### src/design/disp_i2c_pkg.sv
// constants, types and state layout for the display two-wire write port
package disp_i2c_pkg;

  // ----------------------------------------
  // address and layout
  // ----------------------------------------
  localparam logic [5:0] ADDR_UPPER = 6'h1E;
  localparam int CTRL_CONT_BIT = 7;
  localparam int CTRL_DC_BIT = 6;
  localparam logic [2:0] LAST_BIT = 3'h7;
  localparam logic [7:0] COL_LAST = 8'h9F;

  // ----------------------------------------
  // reset values
  // ----------------------------------------
  localparam logic [7:0] CONTRAST_RST = 8'h7F;
  localparam logic [7:0] COL_RST = 8'h00;
  localparam logic [7:0] START_LINE_RST = 8'h00;

  // ----------------------------------------
  // command opcodes
  // ----------------------------------------
  localparam logic [7:0] OP_DISP_OFF = 8'hAE;
  localparam logic [7:0] OP_DISP_ON = 8'hAF;
  localparam logic [7:0] OP_CONTRAST = 8'h81;
  localparam logic [7:0] OP_START_LINE = 8'hA2;
  localparam logic [7:0] OP_COL_SET = 8'h15;
  localparam logic [7:0] OP_PORTRAIT = 8'h25;
  localparam logic [7:0] OP_COL_NORMAL = 8'hA0;
  localparam logic [7:0] OP_COL_REMAP = 8'hA1;
  localparam logic [7:0] OP_COM_NORMAL = 8'hC0;
  localparam logic [7:0] OP_COM_REMAP = 8'hC8;
  localparam logic [5:0] OP_MODE_BASE = 6'h29;

  // ----------------------------------------
  // types
  // ----------------------------------------
  typedef enum logic [2:0] {ST_IDLE, ST_ADDR, ST_CTRL, ST_PAY, ST_IGNORE} link_state_e;

  typedef struct packed {
    logic display_on;
    logic portrait;
    logic col_remap;
    logic com_remap;
    logic [1:0] disp_mode;
    logic [7:0] start_line;
    logic [7:0] contrast;
  } display_cfg_s;

  localparam display_cfg_s CFG_RST = '{
    display_on: 1'b0, portrait: 1'b0, col_remap: 1'b0, com_remap: 1'b0,
    disp_mode: 2'h0, start_line: START_LINE_RST, contrast: CONTRAST_RST};

  typedef struct packed {
    logic scl_s1;
    logic scl_s2;
    logic scl_q;
    logic sda_s1;
    logic sda_s2;
    logic sda_q;
    logic sel_s1;
    logic sel_s2;
    logic rst_s1;
    logic rst_s2;
    link_state_e st;
    logic [2:0] bit_cnt;
    logic [7:0] shift;
    logic byte_done;
    logic ack_en;
    logic in_ack;
    logic cont;
    logic dc;
    logic [7:0] col;
    logic arg_pend;
    logic [7:0] arg_op;
    logic sda_oe;
    logic sda_out;
    logic ram_wr;
    logic [7:0] ram_data;
    logic [7:0] ram_col;
    logic cmd_wr;
    logic [7:0] cmd_byte;
    logic busy;
    display_cfg_s cfg;
  } port_state_s;

  function automatic logic addr_match(input logic [6:0] addr, input logic sel);
    addr_match = (addr[6:1] == ADDR_UPPER) && (addr[0] == sel);
  endfunction

endpackage

### src/design/display_i2c_write_port.sv
// two-wire write-only slave port with command/data split and reset-pin state
`timescale 1ns/1ps
`default_nettype none
module display_i2c_write_port
  import disp_i2c_pkg::*;
(
  input wire logic sys_clk_i,
  input wire logic arst_n_i,
  input wire logic scl_i,
  input wire logic sda_i,
  output logic sda_o,
  output logic sda_oe_o,
  input wire logic addr_lsb_select_pin_i,
  input wire logic chip_reset_n_i,
  output logic ram_wr_o,
  output logic [7:0] ram_data_o,
  output logic [7:0] ram_col_o,
  output logic cmd_wr_o,
  output logic [7:0] cmd_byte_o,
  output logic busy_o,
  output display_cfg_s cfg_o
);

  port_state_s r;
  port_state_s n;

  logic scl_rise;
  logic scl_fall;
  logic start_cond;
  logic stop_cond;
  logic shifting;
  logic [7:0] byte_in;

  // ----------------------------------------
  // bus condition detection
  // ----------------------------------------
  assign scl_rise = r.scl_s2 && !r.scl_q;
  assign scl_fall = !r.scl_s2 && r.scl_q;
  assign start_cond = r.scl_s2 && r.scl_q && r.sda_q && !r.sda_s2;
  assign stop_cond = r.scl_s2 && r.scl_q && !r.sda_q && r.sda_s2;
  assign shifting = (r.st == ST_ADDR) || (r.st == ST_CTRL) || (r.st == ST_PAY);
  assign byte_in = {r.shift[6:0], r.sda_s2};

  always_comb begin
    n = r;
    n.scl_s1 = scl_i;
    n.scl_s2 = r.scl_s1;
    n.scl_q = r.scl_s2;
    n.sda_s1 = sda_i;
    n.sda_s2 = r.sda_s1;
    n.sda_q = r.sda_s2;
    n.sel_s1 = addr_lsb_select_pin_i;
    n.sel_s2 = r.sel_s1;
    n.rst_s1 = chip_reset_n_i;
    n.rst_s2 = r.rst_s1;
    n.ram_wr = 1'b0;
    n.cmd_wr = 1'b0;
    n.sda_out = 1'b0;
    if (!r.rst_s2) begin
      // held for as long as the pin stays low
      n.cfg = CFG_RST;
      n.shift = 8'h00;
      n.bit_cnt = 3'h0;
      n.byte_done = 1'b0;
      n.ack_en = 1'b0;
      n.in_ack = 1'b0;
      n.col = COL_RST;
      n.arg_pend = 1'b0;
      n.st = ST_IDLE;
      n.sda_oe = 1'b0;
      n.busy = 1'b0;
    end else if (start_cond) begin
      // repeated start is accepted in any state
      n.st = ST_ADDR;
      n.bit_cnt = 3'h0;
      n.byte_done = 1'b0;
      n.in_ack = 1'b0;
      n.sda_oe = 1'b0;
      n.busy = 1'b1;
    end else if (stop_cond) begin
      n.st = ST_IDLE;
      n.in_ack = 1'b0;
      n.byte_done = 1'b0;
      n.sda_oe = 1'b0;
      n.busy = 1'b0;
    end else begin
      if (scl_rise && shifting && !r.in_ack) begin
        n.shift = byte_in;
        n.bit_cnt = r.bit_cnt + 3'h1;
        if (r.bit_cnt == LAST_BIT) begin
          n.byte_done = 1'b1;
          n.ack_en = 1'b1;
          case (r.st)
            ST_ADDR: begin
              if (addr_match(byte_in[7:1], r.sel_s2) && !byte_in[0]) begin
                n.st = ST_CTRL;
              end else begin
                // read requests are not served either
                n.ack_en = 1'b0;
                n.st = ST_IGNORE;
              end
            end
            ST_CTRL: begin
              n.cont = byte_in[CTRL_CONT_BIT];
              n.dc = byte_in[CTRL_DC_BIT];
              n.st = ST_PAY;
            end
            ST_PAY: begin
              n.st = r.cont ? ST_CTRL : ST_PAY;
              if (r.dc) begin
                n.ram_wr = 1'b1;
                n.ram_data = byte_in;
                n.ram_col = r.col;
                n.col = (r.col == COL_LAST) ? COL_RST : r.col + 8'h01;
              end else begin
                n.cmd_wr = 1'b1;
                n.cmd_byte = byte_in;
                if (r.arg_pend) begin
                  n.arg_pend = 1'b0;
                  case (r.arg_op)
                    OP_CONTRAST: n.cfg.contrast = byte_in;
                    OP_START_LINE: n.cfg.start_line = byte_in;
                    OP_COL_SET: n.col = byte_in;
                    OP_PORTRAIT: n.cfg.portrait = byte_in[0];
                    default: n.arg_pend = 1'b0;
                  endcase
                end else begin
                  case (byte_in)
                    OP_DISP_OFF: n.cfg.display_on = 1'b0;
                    OP_DISP_ON: n.cfg.display_on = 1'b1;
                    OP_COL_NORMAL: n.cfg.col_remap = 1'b0;
                    OP_COL_REMAP: n.cfg.col_remap = 1'b1;
                    OP_COM_NORMAL: n.cfg.com_remap = 1'b0;
                    OP_COM_REMAP: n.cfg.com_remap = 1'b1;
                    OP_CONTRAST, OP_START_LINE, OP_COL_SET, OP_PORTRAIT: begin
                      n.arg_pend = 1'b1;
                      n.arg_op = byte_in;
                    end
                    default: begin
                      // A4h..A7h select the display mode, others are dropped
                      if (byte_in[7:2] == OP_MODE_BASE) begin
                        n.cfg.disp_mode = byte_in[1:0];
                      end
                    end
                  endcase
                end
              end
            end
            default: n.st = r.st;
          endcase
        end
      end
      if (scl_fall) begin
        if (r.in_ack) begin
          n.in_ack = 1'b0;
          n.sda_oe = 1'b0;
        end else if (r.byte_done) begin
          // drive low when ack_en is set, from this fall until the fall after the ninth pulse
          n.byte_done = 1'b0;
          n.in_ack = 1'b1;
          n.sda_oe = r.ack_en;
        end
      end
    end
  end

  always_ff @(posedge sys_clk_i or negedge arst_n_i) begin
    if (!arst_n_i) begin
      r <= '0;
      r.cfg <= CFG_RST;
      r.col <= COL_RST;
      // bus lines idle high, so release shows no false edge
      r.scl_s1 <= 1'b1;
      r.scl_s2 <= 1'b1;
      r.scl_q <= 1'b1;
      r.sda_s1 <= 1'b1;
      r.sda_s2 <= 1'b1;
      r.sda_q <= 1'b1;
    end else begin
      r <= n;
    end
  end

  // ----------------------------------------
  // outputs
  // ----------------------------------------
  assign sda_o = r.sda_out;
  assign sda_oe_o = r.sda_oe;
  assign ram_wr_o = r.ram_wr;
  assign ram_data_o = r.ram_data;
  assign ram_col_o = r.ram_col;
  assign cmd_wr_o = r.cmd_wr;
  assign cmd_byte_o = r.cmd_byte;
  assign busy_o = r.busy;
  assign cfg_o = r.cfg;
endmodule
`default_nettype wire

### config.mk
export PLATFORM = sky130hd
export DESIGN_NAME = display_i2c_write_port
export DESIGN_NICKNAME = d
export VERILOG_FILES = /design/src/design/disp_i2c_pkg.sv /design/src/design/display_i2c_write_port.sv
export SDC_FILE = /design/constraint.sdc
export NUM_CORES = 1
export LEC_CHECK = 0
export BUFFER_PORTS_ARGS = -buffer_cell sky130_fd_sc_hd__buf_2
export CORE_MARGIN = 8
export CORE_UTILIZATION = 52
export DETAILED_ROUTE_END_ITERATION = 16
export PLACE_DENSITY = 0.76
export SYNTH_ARGS = -nofsm -noshare
export SYNTH_HDL_FRONTEND = slang
export SYNTH_SLANG_ARGS = --single-unit
### constraint.sdc
create_clock -name sys_clk_i -period 2 [get_ports sys_clk_i]
set_input_delay 0.1 -clock sys_clk_i [delete_from_list [all_inputs] [get_ports sys_clk_i]]
set_output_delay 0.1 -clock sys_clk_i [all_outputs]
set_load 0.01 [all_outputs]
# Word-level counts from Yosys, hierarchy flattened
# Cells that the tools add are included.
# word_totals
output_inout_bits	51
elab_cells	201
register_bits	95
in_bits	6
# op_classes
muxes	74
n_eq_ne	48
add_sub_neg	2
reduce_logical	38
n_bitwise	4
# ops
op	count
2-to-1 mux 26 bit	6
2-to-1 mux 22 bit	6
2-to-1 mux 17 bit	7
== test 8 bit, second input constant	11
2-to-1 mux 8 bit	8
AND reduction 8 bit	6
2-to-1 mux 9 bit	4
2-to-1 mux 16 bit	2
2-to-1 mux 1 bit	27
2-to-1 mux 23 bit	1
AND reduction 7 bit	3
AND reduction 9 bit	2
== test 8 x 5 -> 1 bit, second input constant	2
== test 8 x 6 -> 1 bit, second input constant	2
inequality test 3 x 1 -> 1 bit, second input constant	5
inequality test 2 x 1 -> 1 bit, second input constant	7
inequality test 2 bit, second input constant	6
inequality test 4 x 1 -> 1 bit, second input constant	3
AND reduction 6 bit	2
logical AND 1 bit	11
2-to-1 mux 11 bit	1
OR reduction 10 bit	1
2-to-1 mux 3 bit	3
one-hot mux 3 bit (3 select lines)	1
23 further kinds	39

# Depth between registers and ports, before layout
# logic_depth
depth_word	13
ltp_mapped	9

# Worst setup path before layout
# Ideal clock, no wire load.
# synth_timing
kind	register to register
startpoint	register r (netlist bit n[94])
endpoint	register r[68] (netlist name)
stages_incl_launch_ff	7
synth_period_minus_slack_ns	2.150
setup_slack_ns	-0.150
setup_ns	0.125
arrival_time_ns	2.025
cell_sequence	dfstp_2 or3b_1 buf_6 nor3_1 nand2_1 nor4_2 mux2_2
# synth_via
elab_chain_len	5
word_cells_on_any_way	11
cone_classes	bitwise: 2; reduce/logical: 9
# synth_rtl
item	line_no	source
start: declaration	display_i2c_write_port.sv:24	port_state_s r;
start signal: assignment	display_i2c_write_port.sv:180	r <= n;
logical AND 1 bit	display_i2c_write_port.sv:39, display_i2c_write_port.sv:40	
logical AND 1 bit (on tied branches) (2 in a row)	display_i2c_write_port.sv:40, display_i2c_write_port.sv:39	
inverter 1 bit (no source line)	n/a	
AND reduction 6 bit (no source line) *	n/a	
# Mark *: on every way between the ends. The rest lies on a longest branch, timed or not.
# A chain may end at the register's enable or synchronous reset.

# Final worst setup path
# layout_timing
startpoint	register r (netlist bit n[94])
endpoint	register r (netlist bit cfg_o[13])
# layout_via
elab_chain_len	5
word_cells_on_any_way	12
cone_classes	eq/ne: 3; reduce/logical: 9
# layout_rtl
item	line_no
logical AND 1 bit (on tied branches)	display_i2c_write_port.sv:37, display_i2c_write_port.sv:39, display_i2c_write_port.sv:40
logical AND 1 bit (on tied branches) (2 in a row)	display_i2c_write_port.sv:87, display_i2c_write_port.sv:39, display_i2c_write_port.sv:40
inequality test 2 x 1 -> 1 bit (no source line) or inequality test 2 bit (tied branches)	n/a
AND reduction 8 bit (no source line) *	n/a
# Marked as above.

==> metrics.md <==
| Metric | Value |
|---|---|
| Outcome | `finished with violations` |
| Failing checks | `setup timing` |
| Area added between synthesis and finish | `23.3%` |
| Mean Syn Cell Area | `10.9 µm²` |
| Largest net degree at the start of global routing | `49` |
| Netlist Area Pre-Place | `4500 µm²` |
| Clk sinks | `95` |
| Initial Util | `52.6%` |
| TritonRoute pass-1 iters | `4` |
| Worst slack, placed | `-109 ps` |
| Port buffer count | `55` |
| Flops & latches, synth | `95` |
| Hold Path Class | `in -> async` |
| Final Cycle Share | `103%` |
| Cts bufs inserted | `9` |
| Post-synth cell types | `57` |
| Antenna-violating nets left | `0` |
| Detailed-route via count | `3,328` |
| Clk root buf | `clkbuf_8` |
| Placer Congestion | `0.855` |
| Syn_nets | `423` |
| Row cnt | `34` |
| Worst-Margin Slew | `654 ps` |
| Nets | `475` |
| CP startpoint kind | `flop` |
| Hpwl dp | `6930 µm` |
| Vias in the first global route | `3,350` |
| Core area | `8550 µm²` |
| Slew Limit Headroom | `56.4%` |
| Pleak | `0.00263 µW` |
| Critical path type | `reg -> reg` |
| GRT Overall Usage | `18.2%` |
| Post-Synthesis Cells | `414` |
| Commonest non-fill, non-tap cell in the layout | `dfrtp_1` |
| Io pins | `57` |
| Fmax | `487 MHz` |
| Final hold vios | `0` |
| Die ar. | `11,900 µm²` |
| Worst Path Max Fanout | `12` |
| Final core occ | `64.9%` |
| Die Y | `109 µm` |
| Wire per inst | `19.0 µm` |
| Initial antenna violation count | `0` |
| Yosys warning total | `0` |
| H-tree Lvls | `3` |
| Worst Setup End Kind | `flop` |
| Die width | `109 µm` |
| Crit path time final | `2050 ps` |
| Layout Skew | `14.6 ps` |
| Most frequent cells in the layout | `dfrtp_1 (82), buf_2 (54), nand2_1 (34), buf_4 (34), nor2_1 (16)` |
| Power Density | `630 nW/µm²` |
| Final setup viols | `31` |
| Predominant post-synthesis flop cell | `dfrtp_1` |
| Fillers | `638` |
| Clock transition at path regs | `100 ps` |
| First-pass GRT wire length | `17,000 µm` |
| Maxcap violations | `0` |
| Ys async rst share | `100%` |
| Grt ovf | `0` |
| RSZ-0062 raised after global routing | `true` |
| Total wire length | `11,000 µm` |
| Layout cell share with drive strength beyond 1 | `44.4%` |
| Power, Total | `3500 µW` |
| Post-synth EDFFs | `0` |
| VDD IR-drop max | `0.549 mV` |
| Final Non-Filler Cells | `579` |
| Clock insertion delay at the later pin of the skew report | `370 ps` |
| CP required | `2250 ps` |
| Initial drt markers | `271` |
| Critical path arrival | `2310 ps` |
| Antenna cells | `0` |
| Placed insts | `553` |
| Max Buffers Root-to-Sink | `2` |
| DRC | `0` |
| TritonCTS clock tree | `done` |
| Final slew viol count | `0` |
| Setup WS post-layout | `-52.3 ps` |
| DR vias/cell | `5.75` |
| Post-synthesis sequential area ratio | `53.2%` |
## critical path, stage by stage (launching register included)
cell,delay [ps]
dfstp_2,540
or3b_4,400
buf_6,140
nor4_4,200
buf_4,180
nand4_1,150
buf_6,200
nand3_2,80
o21ai_1,70
## cells in the mapped netlist, types with 2 or more instances
library cell	count	area share, %
dfrtp_1	82	46
buf_4	47	7.8
nand2_1	45	3.8
mux2_2	24	6.0
nand3_1	20	2.2
o21ai_0	19	2.1
nor2_1	16	1.3
clkbuf_1	14	1.2
dfstp_2	13	7.6
a22o_1	11	2.1
mux2i_1	10	2.2
a21oi_1	8	0.89
nand2b_1	7	0.97
inv_1	6	0.50
nor3_1	6	0.67
nor3b_1	6	1.0
nand4_1	5	0.69
nor2b_1	5	0.69
xnor2_1	5	0.97
a21o_1	4	0.67
nand4b_1	4	0.78
o21ai_1	4	0.44
or3_1	4	0.56
and2_1	3	0.42
buf_2	3	0.33
ha_1	3	0.83
o211ai_1	3	0.50
o41ai_1	3	0.58
a221o_1	2	0.44
a31oi_1	2	0.28
and3b_1	2	0.39
nor4_2	2	0.56
or4_1	2	0.33
## metrics by stage
stage	instance area, µm²	hold slack [ps]	setup TNS, ps
floorplan	4530	-196	-1430
global placement	4850	163	-736
detailed placement	4850	166	-1950
CTS	5270	311	-265
global route	5550	343	-4130
finish	5550	301	-629
## routing by layer
metal | GRT usage (%) | routed length, µm
met4 | 6.35 | 225
met3 | 4.67 | 734
met1 | 22.9 | 4650
met5 | 0 | 0
met2 | 29.7 | 5420
## flip-flops by register name (all words and copies together), names as in the netlist
| signal | flops |
|---|---|
| cfg_o | 22 |
| byte_in | 8 |
| ram_col_o | 8 |
| cmd_byte_o | 8 |
| ram_wr_o | 1 |
| ram_data_o | 8 |
| busy_o | 1 |
| cmd_wr_o | 1 |
| sda_oe_o | 1 |
| n | 5 |
| r | 32 |
## report_power, final
part,internal (µW),switching [µW],total (µW),leakage [µW]
registers,1940,12.8,1950,0.00127
logic,51.8,96.2,148,0.00125
clock network,711,688,1400,0.000103
total,2700,797,3500,0.00263
## logic make-up after synthesis
logic type	Yosys count	share of synthesized area, %
compound gates	67	10.1
buf+inv	74	10.4
fa+ha+maj	3	0.834
xor+xnor	5	0.973
other cells	1	0.0833
flops	95	53.2
mux	34	8.23
simple gates	135	16.2
## what timing repair did
item	in CTS	in global routing
endpoints found under the hold margin	46	0
hold buffers	5	0
endpoints found under the setup margin	53	61
setup buffers	3	1
resized for setup	24	71
cloned	0	1
pin swaps	9	35
## final timing paths
path / start / end / slack [ps] / cells past startpoint
hold / removal: arst_n_i / ram_col_o[6] / 300 / 2
min in group sys_clk_i: n[89] / r[89] / 350 / 0
setup / recovery: n[94] / cfg_o[13] / -50 / 8
max in group asynchronous: arst_n_i / r[94] / 970 / 3
hold reg to reg: n[89] / r[89] / 350 / 0
setup reg to reg: n[94] / cfg_o[13] / -50 / 8
## cell type report
class,count,area [µm²],share of cell area [%]
Timing Repair Buffer,108,797,14.4
Multi-Input combinational cell,245,1980,35.6
Sequential cell,95,2390,43.1
Clock buffer,10,128,2.30
Tap cell,108,135,2.43
Clock inverter,6,92.6,1.67
Inverter,7,30.0,0.541
Note: power is estimated with default switching activity, not from simulation.
